--- config.mk ---
export PLATFORM = sky130hd
export DESIGN_NAME = ssos_top
export DESIGN_NICKNAME = d
export VERILOG_FILES = /design/src/core/ssos_pkg.sv /design/src/core/ssos_top.sv /design/src/core/ssos_brake_seq.sv
export SDC_FILE = /design/constraint.sdc
export NUM_CORES = 1
export LEC_CHECK = 0
export BUFFER_PORTS_ARGS = -buffer_cell sky130_fd_sc_hd__buf_2
export CAP_MARGIN = 40
export CORE_ASPECT_RATIO = 1.4
export CORE_MARGIN = 2
export CORE_UTILIZATION = 55
export CTS_BUF_LIST = sky130_fd_sc_hd__clkbuf_16
export DETAILED_ROUTE_END_ITERATION = 7
export PLACE_DENSITY = 0.81
export SYNTH_ARGS = -nofsm -noshare
export SYNTH_HDL_FRONTEND = slang
export SYNTH_SLANG_ARGS = --single-unit
--- constraint.sdc ---
create_clock -name hclk -period 3.7 [get_ports hclk]
set_clock_uncertainty 0.1 [all_clocks]
set_input_delay 0.925 -clock hclk [delete_from_list [all_inputs] [get_ports hclk]]
set_output_delay 0.925 -clock hclk [all_outputs]
set_load 0.01 [all_outputs]
--- src/core/ssos_pkg.sv ---
// Shared constants and types for the servo status output select block.
// Assumes a 40 MHz hclk and an AHB-Lite master with 32-bit data.
package ssos_pkg;
   localparam int          CLK_HZ      = 40_000_000;
   localparam int          READY_MS    = 1500;
   localparam int          MS_CYCLES   = CLK_HZ / 1000;
   localparam int          READY_TICKS = READY_MS;
   localparam logic [7:0] A_MODE      = 8'h00;
   localparam logic [7:0] A_DO_SEL    = 8'h04;
   localparam logic [7:0] A_POS_WIN   = 8'h08;
   localparam logic [7:0] A_POS_LIM   = 8'h0C;
   localparam logic [7:0] A_SPD_ARR   = 8'h10;
   localparam logic [7:0] A_TRQ_SPD   = 8'h14;
   localparam logic [7:0] A_ZERO_SPD  = 8'h18;
   localparam logic [7:0] A_HB_THR    = 8'h1C;
   localparam logic [7:0] A_HB_HOLD   = 8'h20;
   localparam logic [7:0] A_HB_DLY    = 8'h24;
   localparam logic [7:0] A_HB_SPD    = 8'h28;
   localparam logic [7:0] A_STATUS    = 8'h2C;
   localparam logic [7:0] A_INT_STAT  = 8'h30;
   localparam logic [7:0] A_INT_EN    = 8'h34;
   localparam logic [7:0] A_INT_CLR   = 8'h38;
   localparam logic [3:0] ERR_NONE    = 4'h0;
   localparam logic [3:0] ERR_POWER   = 4'h1;
   localparam logic [3:0] ERR_OVERCUR = 4'h2;
   localparam logic [3:0] ERR_UNDERV  = 4'h3;
   localparam logic [3:0] ERR_EXCDEV  = 4'h8;
   localparam int          EV_ALARM    = 0;
   localparam int          EV_READY    = 1;
   localparam int          EV_POSDONE  = 2;
   localparam int          EV_BRAKE    = 3;
   localparam logic [1:0] MODE_POS    = 2'h0;
   localparam logic [1:0] MODE_SPEED  = 2'h1;
   localparam logic [1:0] MODE_TORQUE = 2'h2;
   typedef enum logic [1:0] {
      HB_IDLE  = 2'b00,
      HB_RUN   = 2'b01,
      HB_HOLD  = 2'b11,
      HB_COAST = 2'b10
   } ssos_hb_state_t;
   typedef struct packed {
      logic signed [15:0] speed;
      logic signed [15:0] deviation;
      logic               homing_done;
   } ssos_motion_t;
   typedef struct packed {
      logic power_module;
      logic over_current;
      logic under_voltage;
   } ssos_fault_t;
   function automatic logic [15:0] ssos_abs(input logic signed [15:0] v);
      ssos_abs = v[15] ? 16'(-v) : 16'(v);
   endfunction
endpackage

--- src/core/ssos_top.sv ---
// Servo status outputs: function flags, alarms, brake sequence, AHB-Lite registers.
// Assumes motion and fault inputs synchronous to hclk; one AHB-Lite master.
//
// Added by the designer: register access over AHB-Lite and the register offsets.
`timescale 1ns/100ps
module ssos_top #(
   parameter int MS_DIV = ssos_pkg::MS_CYCLES
) (
   input  wire logic                 hclk,
   input  wire logic                 hresetn,
   input  wire logic                 hsel,
   input  wire logic [31:0]          haddr,
   input  wire logic [1:0]           htrans,
   input  wire logic                 hwrite,
   input  wire logic [2:0]           hsize,
   input  wire logic [31:0]          hwdata,
   input  wire logic                 hready,
   output logic [31:0]               hrdata,
   output logic                      hreadyout,
   output logic                      hresp,
   input  wire ssos_pkg::ssos_motion_t motion_in,
   input  wire ssos_pkg::ssos_fault_t  fault_in,
   input  wire logic                 main_power_in,
   input  wire logic                 servo_enable_in,
   input  wire logic                 alarm_clear_in,
   output logic                      drive_ready_out,
   output logic                      alarm_out,
   output logic                      position_done_out,
   output logic                      brake_release_out,
   output logic                      speed_arrival_out,
   output logic                      torque_arrival_out,
   output logic                      homing_done_out,
   output logic                      zero_speed_out,
   output logic                      motor_power_out,
   output logic [3:0]                do_out,
   output logic                      irq
);
   import ssos_pkg::*;

   ////////////////////////////////////////////////////////////////////////////
   // Configuration registers
   logic [1:0]  mode, next_mode;
   logic [15:0] do_sel, next_do_sel;
   logic [15:0] pos_win, pos_lim, spd_arr, trq_spd, zero_spd;
   logic [15:0] hb_thr, hb_hold, hb_dly, hb_spd;
   logic [15:0] next_pos_win, next_pos_lim, next_spd_arr, next_trq_spd;
   logic [15:0] next_zero_spd, next_hb_thr, next_hb_hold, next_hb_dly;
   logic [15:0] next_hb_spd;
   logic [3:0]  int_stat, next_int_stat, int_en, next_int_en;

   // Bus pipeline
   logic        wr_pend, next_wr_pend, rd_pend, next_rd_pend;
   logic [7:0]  addr_q, next_addr_q;
   logic [31:0] next_hrdata;
   logic        next_hreadyout;
   logic        addr_ok;

   function automatic logic [15:0] lo16(input logic [31:0] w);
      lo16 = w[15:0];
   endfunction

   assign addr_ok = hsel && hready && htrans[1];

   ////////////////////////////////////////////////////////////////////////////
   // Status path state
   logic [15:0] spd_abs, dev_abs;
   logic [15:0] ms_cnt, next_ms_cnt;
   logic        ms_tick, next_ms_tick;
   logic [10:0] rdy_cnt, next_rdy_cnt;
   logic [3:0]  err_code, next_err_code;
   logic        excdev, next_excdev;
   logic [7:0]  flags, next_flags;
   logic [3:0]  next_do_out;
   logic [3:0]  events;
   logic        next_irq;
   logic        hb_rel, mtr_pwr, hb_rel_q;
   logic [1:0]  hb_state;

   assign spd_abs = ssos_abs(motion_in.speed);
   assign dev_abs = ssos_abs(motion_in.deviation);

   ////////////////////////////////////////////////////////////////////////////
   // Register writes and read data
   always_comb begin
      next_mode     = mode;
      next_do_sel   = do_sel;
      next_pos_win  = pos_win;
      next_pos_lim  = pos_lim;
      next_spd_arr  = spd_arr;
      next_trq_spd  = trq_spd;
      next_zero_spd = zero_spd;
      next_hb_thr   = hb_thr;
      next_hb_hold  = hb_hold;
      next_hb_dly   = hb_dly;
      next_hb_spd   = hb_spd;
      next_int_en   = int_en;
      next_int_stat = int_stat;
      next_wr_pend  = addr_ok && hwrite;
      next_rd_pend  = addr_ok && !hwrite;
      next_addr_q   = addr_ok ? {haddr[7:2], 2'b00} : addr_q;
      next_hreadyout = !(addr_ok && !hwrite);
      next_hrdata   = hrdata;
      if (wr_pend) begin
         case (addr_q)
            A_MODE:     next_mode     = hwdata[1:0];
            A_DO_SEL:   next_do_sel   = lo16(hwdata);
            A_POS_WIN:  next_pos_win  = lo16(hwdata);
            A_POS_LIM:  next_pos_lim  = lo16(hwdata);
            A_SPD_ARR:  next_spd_arr  = lo16(hwdata);
            A_TRQ_SPD:  next_trq_spd  = lo16(hwdata);
            A_ZERO_SPD: next_zero_spd = lo16(hwdata);
            A_HB_THR:   next_hb_thr   = lo16(hwdata);
            A_HB_HOLD:  next_hb_hold  = lo16(hwdata);
            A_HB_DLY:   next_hb_dly   = lo16(hwdata);
            A_HB_SPD:   next_hb_spd   = lo16(hwdata);
            A_INT_EN:   next_int_en   = hwdata[3:0];
            A_INT_CLR:  next_int_stat = int_stat & ~hwdata[3:0];
            default:    next_mode     = mode;
         endcase
      end
      // Set wins over a clear in the same cycle
      next_int_stat = next_int_stat | events;
      if (rd_pend) begin
         case (addr_q)
            A_MODE:     next_hrdata = {30'h0, mode};
            A_DO_SEL:   next_hrdata = {16'h0, do_sel};
            A_POS_WIN:  next_hrdata = {16'h0, pos_win};
            A_POS_LIM:  next_hrdata = {16'h0, pos_lim};
            A_SPD_ARR:  next_hrdata = {16'h0, spd_arr};
            A_TRQ_SPD:  next_hrdata = {16'h0, trq_spd};
            A_ZERO_SPD: next_hrdata = {16'h0, zero_spd};
            A_HB_THR:   next_hrdata = {16'h0, hb_thr};
            A_HB_HOLD:  next_hrdata = {16'h0, hb_hold};
            A_HB_DLY:   next_hrdata = {16'h0, hb_dly};
            A_HB_SPD:   next_hrdata = {16'h0, hb_spd};
            A_STATUS:   next_hrdata = {12'h000, hb_state, mtr_pwr, hb_rel, err_code,
                                       do_out, flags};
            A_INT_STAT: next_hrdata = {28'h0, int_stat};
            A_INT_EN:   next_hrdata = {28'h0, int_en};
            default:    next_hrdata = 32'h0000_0000;
         endcase
      end
   end

   always_ff @(posedge hclk or negedge hresetn) begin
      if (!hresetn) begin
         mode      <= MODE_POS;
         do_sel    <= 16'h4321;
         pos_win   <= 16'h000A;
         pos_lim   <= 16'h7530;
         spd_arr   <= 16'h01F4;
         trq_spd   <= 16'h01F4;
         zero_spd  <= 16'h000A;
         hb_thr    <= 16'h001E;
         hb_hold   <= 16'h0064;
         hb_dly    <= 16'h01F4;
         hb_spd    <= 16'h001E;
         int_en    <= 4'h0;
         int_stat  <= 4'h0;
         wr_pend   <= 1'b0;
         rd_pend   <= 1'b0;
         addr_q    <= 8'h00;
         hrdata    <= 32'h0000_0000;
         hreadyout <= 1'b1;
      end else begin
         mode      <= next_mode;
         do_sel    <= next_do_sel;
         pos_win   <= next_pos_win;
         pos_lim   <= next_pos_lim;
         spd_arr   <= next_spd_arr;
         trq_spd   <= next_trq_spd;
         zero_spd  <= next_zero_spd;
         hb_thr    <= next_hb_thr;
         hb_hold   <= next_hb_hold;
         hb_dly    <= next_hb_dly;
         hb_spd    <= next_hb_spd;
         int_en    <= next_int_en;
         int_stat  <= next_int_stat;
         wr_pend   <= next_wr_pend;
         rd_pend   <= next_rd_pend;
         addr_q    <= next_addr_q;
         hrdata    <= next_hrdata;
         hreadyout <= next_hreadyout;
      end
   end

   assign hresp = 1'b0;

   ////////////////////////////////////////////////////////////////////////////
   // Millisecond enable, ready timer and alarm latch
   always_comb begin
      next_ms_tick = (ms_cnt == 16'(MS_DIV - 1));
      next_ms_cnt  = next_ms_tick ? 16'h0000 : ms_cnt + 16'h0001;
      next_rdy_cnt = rdy_cnt;
      if (!main_power_in) begin
         next_rdy_cnt = 11'h000;
      end else if (ms_tick && rdy_cnt != 11'(READY_TICKS)) begin
         next_rdy_cnt = rdy_cnt + 11'h001;
      end
      next_excdev = excdev;
      if (alarm_clear_in) begin
         next_excdev = 1'b0;
      end
      if (dev_abs > pos_lim) begin
         next_excdev = 1'b1;
      end
      // A fault code is kept until reset; only excess deviation can be cleared, or replaced by a later fault
      next_err_code = err_code;
      if (err_code == ERR_EXCDEV && !next_excdev) begin
         next_err_code = ERR_NONE;
      end
      if (next_err_code == ERR_NONE || next_err_code == ERR_EXCDEV) begin
         if (fault_in.power_module) begin
            next_err_code = ERR_POWER;
         end else if (fault_in.over_current) begin
            next_err_code = ERR_OVERCUR;
         end else if (fault_in.under_voltage) begin
            next_err_code = ERR_UNDERV;
         end else if (next_excdev) begin
            next_err_code = ERR_EXCDEV;
         end
      end
   end

   always_ff @(posedge hclk or negedge hresetn) begin
      if (!hresetn) begin
         ms_cnt   <= 16'h0000;
         ms_tick  <= 1'b0;
         rdy_cnt  <= 11'h000;
         excdev   <= 1'b0;
         err_code <= ERR_NONE;
      end else begin
         ms_cnt   <= next_ms_cnt;
         ms_tick  <= next_ms_tick;
         rdy_cnt  <= next_rdy_cnt;
         excdev   <= next_excdev;
         err_code <= next_err_code;
      end
   end

   ////////////////////////////////////////////////////////////////////////////
   // Brake sequencer; an active alarm also drops the enable
   ssos_brake_seq u_brake (
      .hclk          (hclk),
      .hresetn       (hresetn),
      .ms_tick       (ms_tick),
      .run_req       (servo_enable_in && err_code == ERR_NONE),
      .speed_abs     (spd_abs),
      .thr_speed     (hb_thr),
      .hold_ms       (hb_hold),
      .delay_ms      (hb_dly),
      .hb_speed      (hb_spd),
      .brake_release (hb_rel),
      .motor_power   (mtr_pwr),
      .state_code    (hb_state)
   );

   ////////////////////////////////////////////////////////////////////////////
   // Function flags, indexed by output code minus one
   always_comb begin
      next_flags[0] = main_power_in && rdy_cnt == 11'(READY_TICKS)
                      && err_code == ERR_NONE;
      next_flags[1] = err_code != ERR_NONE;
      next_flags[2] = mode == MODE_POS && dev_abs <= pos_win;
      next_flags[3] = hb_rel;
      next_flags[4] = mode == MODE_SPEED && spd_abs > spd_arr;
      next_flags[5] = mode == MODE_TORQUE && spd_abs > trq_spd;
      next_flags[6] = motion_in.homing_done;
      next_flags[7] = spd_abs < zero_spd;
      for (int i = 0; i < 4; i++) begin
         // Code 0 or above 8 leaves the output off
         case (do_sel[i*4 +: 4])
            4'h1, 4'h2, 4'h3, 4'h4, 4'h5, 4'h6, 4'h7, 4'h8:
               next_do_out[i] = next_flags[3'(do_sel[i*4 +: 4] - 4'h1)];
            default: next_do_out[i] = 1'b0;
         endcase
      end
      events[EV_ALARM]   = next_flags[1] && !flags[1];
      events[EV_READY]   = next_flags[0] && !flags[0];
      events[EV_POSDONE] = next_flags[2] && !flags[2];
      events[EV_BRAKE]   = !hb_rel && hb_rel_q;
      next_irq = |(next_int_stat & next_int_en);
   end

   always_ff @(posedge hclk or negedge hresetn) begin
      if (!hresetn) begin
         flags     <= 8'h00;
         do_out    <= 4'h0;
         hb_rel_q  <= 1'b0;
         irq       <= 1'b0;
      end else begin
         flags     <= next_flags;
         do_out    <= next_do_out;
         hb_rel_q  <= hb_rel;
         irq       <= next_irq;
      end
   end

   assign drive_ready_out    = flags[0];
   assign alarm_out          = flags[1];
   assign position_done_out  = flags[2];
   assign brake_release_out  = hb_rel;
   assign speed_arrival_out  = flags[4];
   assign torque_arrival_out = flags[5];
   assign homing_done_out    = flags[6];
   assign zero_speed_out     = flags[7];
   assign motor_power_out    = mtr_pwr;
endmodule // ssos_top

--- src/core/ssos_brake_seq.sv ---
// Holding brake and motor power sequencer.
// Assumes a one-cycle millisecond enable from the parent.
`timescale 1ns/100ps
module ssos_brake_seq (
   input  wire logic        hclk,
   input  wire logic        hresetn,
   input  wire logic        ms_tick,
   input  wire logic        run_req,
   input  wire logic [15:0] speed_abs,
   input  wire logic [15:0] thr_speed,
   input  wire logic [15:0] hold_ms,
   input  wire logic [15:0] delay_ms,
   input  wire logic [15:0] hb_speed,
   output logic             brake_release,
   output logic             motor_power,
   output logic [1:0]       state_code
);
   import ssos_pkg::*;
   ssos_hb_state_t  state, next_state;
   logic [15:0]     ms_cnt, next_ms_cnt;
   logic            next_brake_release, next_motor_power;

   always_comb begin
      next_state = state;
      next_ms_cnt = (ms_tick && ms_cnt != 16'hFFFF) ? ms_cnt + 16'h0001 : ms_cnt;
      case (state)
         HB_IDLE: begin
            if (run_req) begin
               next_state = HB_RUN;
            end
         end
         HB_RUN: begin
            next_ms_cnt = 16'h0000;
            if (!run_req) begin
               if (speed_abs < thr_speed) begin
                  next_state = HB_HOLD;
               end else begin
                  next_state = HB_COAST;
               end
            end
         end
         HB_HOLD: begin
            if (ms_cnt >= hold_ms) begin
               next_state = HB_IDLE;
            end
         end
         HB_COAST: begin
            if (ms_cnt >= delay_ms || speed_abs <= hb_speed) begin
               next_state = HB_IDLE;
            end
         end
         default: next_state = HB_IDLE;
      endcase
      // Brake stays released only while running or coasting down
      next_brake_release = (next_state == HB_RUN) || (next_state == HB_COAST);
      next_motor_power   = (next_state == HB_RUN) || (next_state == HB_HOLD);
   end

   always_ff @(posedge hclk or negedge hresetn) begin
      if (!hresetn) begin
         state         <= HB_IDLE;
         ms_cnt        <= 16'h0000;
         brake_release <= 1'b0;
         motor_power   <= 1'b0;
      end else begin
         state         <= next_state;
         ms_cnt        <= next_ms_cnt;
         brake_release <= next_brake_release;
         motor_power   <= next_motor_power;
      end
   end

   assign state_code = state;
endmodule // ssos_brake_seq

==> results of run 1 <==
[power breakdown]
| part | internal (mW) | total (mW) | switching, mW |
|---|---|---|---|
| sequential | 3.17 | 3.43 | 0.251 |
| combinational | 0.825 | 1.84 | 1.02 |
| clock | 1.61 | 2.79 | 1.18 |
[sequential cells by signal, indices dropped and copies added (netlist names), 6 cells and up]
register	cells
pos_win	16
rdy_cnt	11
do_sel	16
u_brake.ms_cnt	16
hb_hold	16
hb_dly	16
hb_thr	16
ms_cnt	16
flags	8
spd_arr	16
addr_q	6
trq_spd	16
pos_lim	16
hb_spd	16
zero_spd	16
hrdata	20
[critical path: cells and delay by family]
kind            cells  cell delay (ns)
compound gates      5             1.07
xor+xnor            1             0.10
fa+ha+maj           1             0.31
buf+inv             1             0.11
simple gates        5             1.77
[per-layer routing]
metal  share of wire  global-route usage  wire length, um
met4           0.074              0.1871             3447
met1            0.37              0.3581            17570
met2            0.49              0.5179            23070
met3           0.059             0.03355             2773
met5               0                   0                0
[final timing paths]
check / slack (ns) / depth (start not counted) / start / endpoint
worst max register to register: 0.76 / 6 / addr_q[7] / do_sel[11]
worst min-delay path: 0.19 / 1 / hresetn / addr_q[6]
worst min register to register: 0.34 / 0 / err_code[2] / err_code[2]
min in group hclk: 0.34 / 0 / err_code[2] / err_code[2]
worst max-delay path: -0.27 / 13 / motion_in[9] / do_out[0]
max in group asynchronous: 2.35 / 2 / hresetn / hrdata[18]
[logic make-up after synthesis]
logic type      Yosys count  share of synthesized area
fa+ha+maj               168                     0.1280
other cells               1                  0.0002283
xor+xnor                 61                    0.03253
simple gates            383                     0.1166
buf+inv                 264                    0.06377
compound gates          335                     0.1331
mux                     157                     0.1201
flops                   264                     0.4058
[per-stage QoR]
stage | power (mW) | setup slack [ns] | util | cells | TNS [ns]
after CTS | 8.017 | -0.1972 | 0.6534 | 2222 | -0.7301
after global placement | 5.110 | -0.7873 | 0.6184 | 2165 | -7.399
after detailed placement | 5.214 | -0.9067 | 0.6184 | 2165 | -8.772
after floorplan | 4.497 | -0.6276 | - | 1645 | -3.276
final | 8.053 | -0.2748 | 0.6592 | 2228 | -1.187
after global routing | 8.396 | -0.4218 | 0.6592 | 2228 | -2.085
[placed cells by master (no fill, tap or decap), types with 6 or more instances in the layout]
| cell | instances |
|---|---|
| a2111oi_0 | 7 |
| a211oi_1 | 6 |
| a21o_1 | 25 |
| a21oi_1 | 50 |
| a22oi_1 | 58 |
| a41o_1 | 7 |
| and2_1 | 7 |
| and3_1 | 12 |
| and4_1 | 7 |
| buf_2 | 97 |
| buf_4 | 123 |
| clkbuf_16 | 27 |
| conb_1 | 13 |
| dfrtp_1 | 218 |
| dfstp_2 | 46 |
| ha_1 | 166 |
| inv_1 | 193 |
| mux2_2 | 128 |
| mux2i_1 | 11 |
| mux4_2 | 18 |
| nand2_1 | 127 |
| nand2b_1 | 13 |
| nand3_1 | 43 |
| nand4_1 | 34 |
| nor2_1 | 60 |
| nor2b_1 | 14 |
| nor3_1 | 14 |
| nor4_1 | 9 |
| o211ai_1 | 6 |
| o21ai_0 | 96 |
| o22ai_1 | 16 |
| o31ai_1 | 10 |
| or3_1 | 9 |
| xnor2_1 | 36 |
| xor2_1 | 20 |
[area by class of cell]
| cell class | count | area share |
|---|---|---|
| sequential | 264 | 0.3455 |
| inverter | 189 | 0.03678 |
| timing repair buffer | 228 | 0.07882 |
| multi-input combinational | 1117 | 0.4681 |
| clock inverter | 23 | 0.01109 |
| clock buffer | 27 | 0.03503 |
| tap | 380 | 0.02465 |
[repair_timing]
item / CTS / global route
setup endpoints to repair: 10 / 11
resized for setup: 13 / 22
pin swaps: 17 / 21
setup buffers: 7 / 6
==> impl_metrics.ini, run 1 <==
[clocking]
root_buffer = clkbuf_16
clockBufferDepth = 3
cts_tree = built
cts.reportedPaths.clkPinSlew_ns = 0.06
clk-insertion-delay-late_ns = 0.56
cts-buffers-inserted = 27
htree_levels = 1
numClockSinks = 264
ctsHoldBuffers = 0

[route]
antenna_left = 0
drt-wirelength-per-cell_um = 21.03
drc = 0
avgViaCountPerCell = 6.111
firstDrtPassIters = 5
dr_total_vias = 13620
drt-total-wl_mm = 46.86
dr.first_iter.drc_count = 978

[final_layout]
num_antenna_cells = 0
multi_input_area_um2 = 9027
drive_above_1_share = 0.2722
fillCellCount = 2231
design_area_um2 = 19290
seq_area_um2 = 6664
nNetsFinal = 2108
syn_to_final_growth_pct = 17.43

[global_routing]
grt_max_degree = 108
grt_pass1_vias = 14110
grt_first_pass_wirelength_mm = 73.97
grt_antenna_before_repair = 1
gr-total-overflow = 0
track_usage = 0.3018

[floorplan]
fp.dieW_um = 150.0
die_h_um = 208.5
start_util = 0.5613
io-pin-count = 161
coreArea_um2 = 29260
fp-row-count = 74
die-area_um2 = 31280

[pwr]
ir_drop_v = 0.0003654
p_leak_nw = 9.344
power.density_nw_per_um2 = 417.5

[timing]
worst_pin_slew_ns = 0.8556
max_freq_ghz = 0.2516
fin_ws_ns = -0.2748
finalHoldViolCount = 0
finalCriticalPeriod_ns = 3.975
rsz0062_at_grt = yes
fin_crit_sh = 1.074
setup_violations = 7
slew_headroom = 0.4296
report.final.slew_viol_count = 0
fin_hold_ws_ns = 0.1867

[yosys]
synth_top_cell_area_share = 0.3322
yosysUniqueCellTypes = 68
yosysWarnings = 0
postSynthAreaPerCell_um2 = 10.06
synth_top_area_cell = dfrtp_1
synth_area_um2 = 16420
ys.flop_type = dfrtp_1
synth_edf_count = 0
synth_async_sr_flop_share = 1.000
synth_most_common_cell = dfrtp_1
synthCells = 1633
synthTopCellsByArea = dfrtp_1, ha_1, mux2_2, dfstp_2, inv_1
synth_common_cells = dfrtp_1, inv_1, ha_1
seq_area_frac_synth = 0.4058
ys_ff_latch = 264

[setup_path]
endpoint_kind = register
cp.arrival_ns = 4.30
cp_cell_sequence = buf_2, or4_4, or4_4, o31ai_4, xnor2_2, ha_1, nand4_1, or3_4, a21o_4, a311oi_1, nor4_1, a41oi_1, o21ai_2
worst_path_most_repeated_cell = or4_4
cp-start-kind = input pin
cp_max_fo = 5
cp.required_ns = 4.03
crit_path_max_incr_delay_ns = 0.58
slowest_stage = or4_4
worstSetupPathType = in -> reg

[min_path]
hp-class = in -> async

[place]
port_buffers = 101
postPlaceCellArea_um2 = 18090
place_hpwl_mm = 35.01
place_congestion = 0.9076

[run_status]
status = finished with violations
violations = setup timing

[flow_run]
maxCapViolCount = 0
Note: power is estimated with default switching activity, not from simulation.
==> inputs of run 2 (changes only) <==
--- a/config.mk
+++ b/config.mk
@@ -10,7 +10,6 @@
 export CORE_ASPECT_RATIO = 1.4
 export CORE_MARGIN = 2
 export CORE_UTILIZATION = 55
-export CTS_BUF_LIST = sky130_fd_sc_hd__clkbuf_16
 export DETAILED_ROUTE_END_ITERATION = 7
 export PLACE_DENSITY = 0.81
 export SYNTH_ARGS = -nofsm -noshare
==> impl_metrics.ini, run 2 (same netlist as run 1, synthesis figures left out) <==
[timing]
max_freq_ghz = 0.2518
rsz0062_at_grt = yes
finalCriticalPeriod_ns = 3.972
worst_pin_slew_ns = 0.8390
fin_crit_sh = 1.074
fin_ws_ns = -0.2720
slew_headroom = 0.4407
report.final.slew_viol_count = 0
finalHoldViolCount = 0
setup_violations = 6

[setup_path]
worstSetupPathType = in -> reg
cp.required_ns = 4.03
endpoint_kind = register
cp.arrival_ns = 4.30
cp-start-kind = input pin
cp_max_fo = 5

[final_layout]
final_common_cell = dfrtp_1
num_antenna_cells = 0
top_register = hrdata
largest_register_ffs = 20
multi_input_area_um2 = 9027
nNetsFinal = 2108
final_cells = 2228
drive_above_1_share = 0.2749
layout_common_cells = dfrtp_1, inv_1, ha_1, mux2_2, nand2_1
syn_to_final_growth_pct = 17.74
seq_area_um2 = 6664
fillCellCount = 2216

[floorplan]
fp-row-count = 74
io-pin-count = 161
start_util = 0.5613
die_h_um = 208.5
coreArea_um2 = 29260
fp.dieW_um = 150.0
die-area_um2 = 31280

[clocking]
clk-insertion-delay-late_ns = 0.57
cts_tree = built
root_buffer = clkbuf_16
clockBufferDepth = 3
numClockSinks = 264
cts.reportedPaths.clkPinSlew_ns = 0.06
ctsHoldBuffers = 0
cts-buffers-inserted = 27
htree_levels = 1

[pwr]
ir_drop_v = 0.0003670
power_mw = 8.180
power.density_nw_per_um2 = 423.1
p_leak_nw = 9.351

[place]
dp_cells = 2165
port_buffers = 101
place_hpwl_mm = 35.01
place_congestion = 0.9076

[flow_run]
maxCapViolCount = 0

[route]
drc = 0
dr_total_vias = 13630
antenna_left = 0
firstDrtPassIters = 5
avgViaCountPerCell = 6.118
dr.first_iter.drc_count = 1000
drt-total-wl_mm = 46.72
drt-wirelength-per-cell_um = 20.97

[global_routing]
grt_antenna_before_repair = 1
grt_pass1_vias = 14110
gr-total-overflow = 0
track_usage = 0.3023
grt_max_degree = 108
grt_first_pass_wirelength_mm = 74.19

[min_path]
hp-class = in -> async

[run_status]
status = finished with violations
violations = setup timing
## run 2: changes by cell type in the layout (fill, tap and decap cells not counted), sizes merged
cell and change:
inv -5, clkinv -5, clkbuf +10
## run 2: power breakdown
part / total (mW) / switching (mW) / internal [mW]
Clock: 2.91 / 1.19 / 1.72
Sequential: 3.43 / 0.251 / 3.17
Combinational: 1.84 / 1.02 / 0.825
Total: 8.18 / 2.46 / 5.72
## run 2: critical path: stages
cell,delay (ns)
buf_2,0.11
or4_4,0.52
or4_4,0.58
o31ai_4,0.27
xnor2_2,0.10
ha_1,0.31
nand4_1,0.17
or3_4,0.41
a21o_4,0.22
a311oi_1,0.28
nor4_1,0.09
a41oi_1,0.22
o21ai_2,0.08
## run 2: through the flow
stage | util | setup TNS (ns) | instance area (um2) | hold slack, ns | setup slack (ns)
after floorplan | - | -3.276 | 16550 | 0.3499 | -0.6276
after global placement | 0.6184 | -7.399 | 18090 | 0.3293 | -0.7873
after detailed placement | 0.6184 | -8.772 | 18090 | 0.3243 | -0.9067
after CTS | 0.6551 | -0.7316 | 19170 | 0.2182 | -0.1976
after global routing | 0.6609 | -2.096 | 19340 | 0.2290 | -0.4236
final | 0.6609 | -1.139 | 19340 | 0.1856 | -0.2720
## run 2: layout make-up
cell class                 count  area share
sequential                   264      0.3446
tap                          380     0.02459
clock inverter                13    0.009124
clock buffer                  37     0.03947
multi-input combinational   1117      0.4669
inverter                     189     0.03669
timing repair buffer         228     0.07862
## run 2: path summary, 6_finish.rpt
path                                   start     endpoint  slack, ns  cells after the start
worst max-delay path            motion_in[9]    do_out[0]      -0.27                     13
worst min-delay path                 hresetn    addr_q[6]       0.19                      1
worst max register to register     addr_q[7]    do_sel[3]       0.73                      6
worst min register to register   err_code[2]  err_code[2]       0.34                      0
max in group asynchronous            hresetn  pos_win[11]       2.36                      2
min in group hclk                err_code[2]  err_code[2]       0.34                      0
## run 2: repair_timing
action / CTS / global route
setup endpoints to repair: 10 / 11
pin swaps: 17 / 21
cloned: 0 / 0
setup buffers: 7 / 6
gates resized for setup: 13 / 22
## run 2: per-layer routing
metal | vias to the layer above | GRT usage | wire [um]
li1 | 6183 | - | -
met1 | 6706 | 0.3596 | 17530
met2 | 575 | 0.5196 | 23130
met3 | 166 | 0.03224 | 2660
met4 | 0 | 0.1858 | 3407
met5 | - | 0 | 0
==> inputs of run 3 (changes only) <==
--- a/config.mk
+++ b/config.mk
@@ -9,9 +9,10 @@
 export CAP_MARGIN = 40
 export CORE_ASPECT_RATIO = 1.4
 export CORE_MARGIN = 2
-export CORE_UTILIZATION = 55
+export CORE_UTILIZATION = 60
 export DETAILED_ROUTE_END_ITERATION = 7
-export PLACE_DENSITY = 0.81
+export HOLD_SLACK_MARGIN = 0.15
+export PLACE_DENSITY = 0.87
 export SYNTH_ARGS = -nofsm -noshare
 export SYNTH_HDL_FRONTEND = slang
 export SYNTH_SLANG_ARGS = --single-unit
==> impl_metrics.ini, run 3 (same netlist as run 1, synthesis figures left out) <==
[timing]
worst_pin_slew_ns = 0.8645
fin_crit_sh = 1.067
setup-tns-final_ns = -1.020
max_freq_ghz = 0.2532
finalHoldViolCount = 0
setup_violations = 7
slew_headroom = 0.4087
fin_ws_ns = -0.2497
report.final.slew_viol_count = 0
rsz0062_at_grt = yes
finalCriticalPeriod_ns = 3.950

[global_routing]
grt_first_pass_wirelength_mm = 74.66
grt_pass1_vias = 14280
grt_max_degree = 98
gr-total-overflow = 0
grt_antenna_before_repair = 1
track_usage = 0.3366

[pwr]
power.density_nw_per_um2 = 419.4
ir_drop_v = 0.0004146
power_mw = 8.096
p_leak_nw = 9.344

[floorplan]
fp-row-count = 71
die-area_um2 = 28730
io-pin-count = 161
die_h_um = 199.8
start_util = 0.6101
fp.dieW_um = 143.8
coreArea_um2 = 26920

[flow_run]
maxCapViolCount = 0

[run_status]
status = finished with violations
violations = setup timing

[clocking]
numClockSinks = 264
clockBufferDepth = 3
root_buffer = clkbuf_16
ctsHoldBuffers = 0
clk-insertion-delay-late_ns = 0.56
cts_tree = built
cts.reportedPaths.clkPinSlew_ns = 0.06
cts-buffers-inserted = 26
htree_levels = 1

[setup_path]
endpoint_kind = register
cp.arrival_ns = 4.34
cp_max_fo = 5
reg2reg_from = u_brake.ms_cnt[0]
cp-start-kind = input pin
worstSetupPathType = in -> reg
crit_start = motion_in[20]
cp.required_ns = 4.09

[final_layout]
final_cells = 2215
drive_above_1_share = 0.2753
multi_input_area_um2 = 9006
fillCellCount = 1811
nNetsFinal = 2110
finish.utilization = 0.7172
syn_to_final_growth_pct = 17.55
final_common_cell = dfrtp_1
largest_register_ffs = 20
layout_common_cells = dfrtp_1, inv_1, ha_1, mux2_2, nand2_1
seq_area_um2 = 6664
top_register = hrdata

[route]
drt-wirelength-per-cell_um = 21.52
drc = 0
drt-total-wl_mm = 47.66
avgViaCountPerCell = 6.288
dr.first_iter.drc_count = 1281
firstDrtPassIters = 5
dr_total_vias = 13930
antenna_left = 0

[place]
dp_cells = 2151
port_buffers = 101
place_congestion = 0.9167
place_hpwl_mm = 35.00

[min_path]
hp-class = in -> async
## run 3: changes by cell type in the layout (fill, tap and decap cells not counted), sizes merged
cell and change:
clkinv +1, bufinv -2, inv +1, diode +1
clkinvlp -2, buf +3
## run 3: final timing paths
check	endpoint	slack (ns)	cells after the start
worst max-delay path	do_out[3]	-0.25	16
worst max register to register	u_brake.state_code[1]	0.73	9
worst min register to register	err_code[2]	0.35	0
worst min-delay path	rdy_cnt[4]	0.19	1
max in group asynchronous	do_sel[0]	2.40	2
min in group hclk	err_code[2]	0.35	0
## run 3: cell type report
class	count	area share
sequential	264	0.3452
multi-input combinational	1117	0.4665
clock buffer	37	0.04109
timing repair buffer	231	0.08036
clock inverter	11	0.006351
tap	365	0.02366
antenna	1	0.0001296
inverter	189	0.03675
## run 3: worst max-delay path, cell delays in order
cell and delay [ns]:
buf_6 0.09, or3_4 0.39, nor2_4 0.12, nand2_2 0.06, or2_4 0.25, buf_6 0.12, nand2b_4 0.15, o21ai_4 0.14
xnor2_2 0.09, ha_1 0.31, nand4_2 0.13, or4_4 0.44, o211a_1 0.23, or2_4 0.26, mux4_2 0.48, o21ai_1 0.14
## run 3: stage by stage
step	setup slack [ns]	hold slack (ns)	instance area [um2]
5_1_grt	-0.3098	0.2196	19310
3_3_place_gp	-0.7932	0.3347	18070
6_report	-0.2497	0.1860	19310
3_5_place_dp	-0.8576	0.3359	18090
2_1_floorplan	-0.6276	0.3499	16550
4_1_cts	-0.1963	0.2010	19120
## run 3: per-layer routing
| metal | global-route usage | vias up | wire (um) |
|---|---|---|---|
| li1 | - | 6199 | - |
| met1 | 0.3967 | 6842 | 17520 |
| met2 | 0.5735 | 694 | 23710 |
| met3 | 0.05439 | 193 | 3440 |
| met4 | 0.2106 | 0 | 2999 |
| met5 | 0 | - | 0 |
## run 3: repair_timing
| item | in CTS | in global routing |
|---|---|---|
| resized for setup | 11 | 22 |
| setup buffers | 8 | 8 |
| pin swaps | 11 | 23 |
| setup endpoints to repair | 8 | 11 |
## run 3: where the power goes
group | switching, mW | total, mW | internal (mW)
Clock | 1.19 | 2.83 | 1.64
Combinational | 1.02 | 1.85 | 0.830
Sequential | 0.248 | 3.42 | 3.17
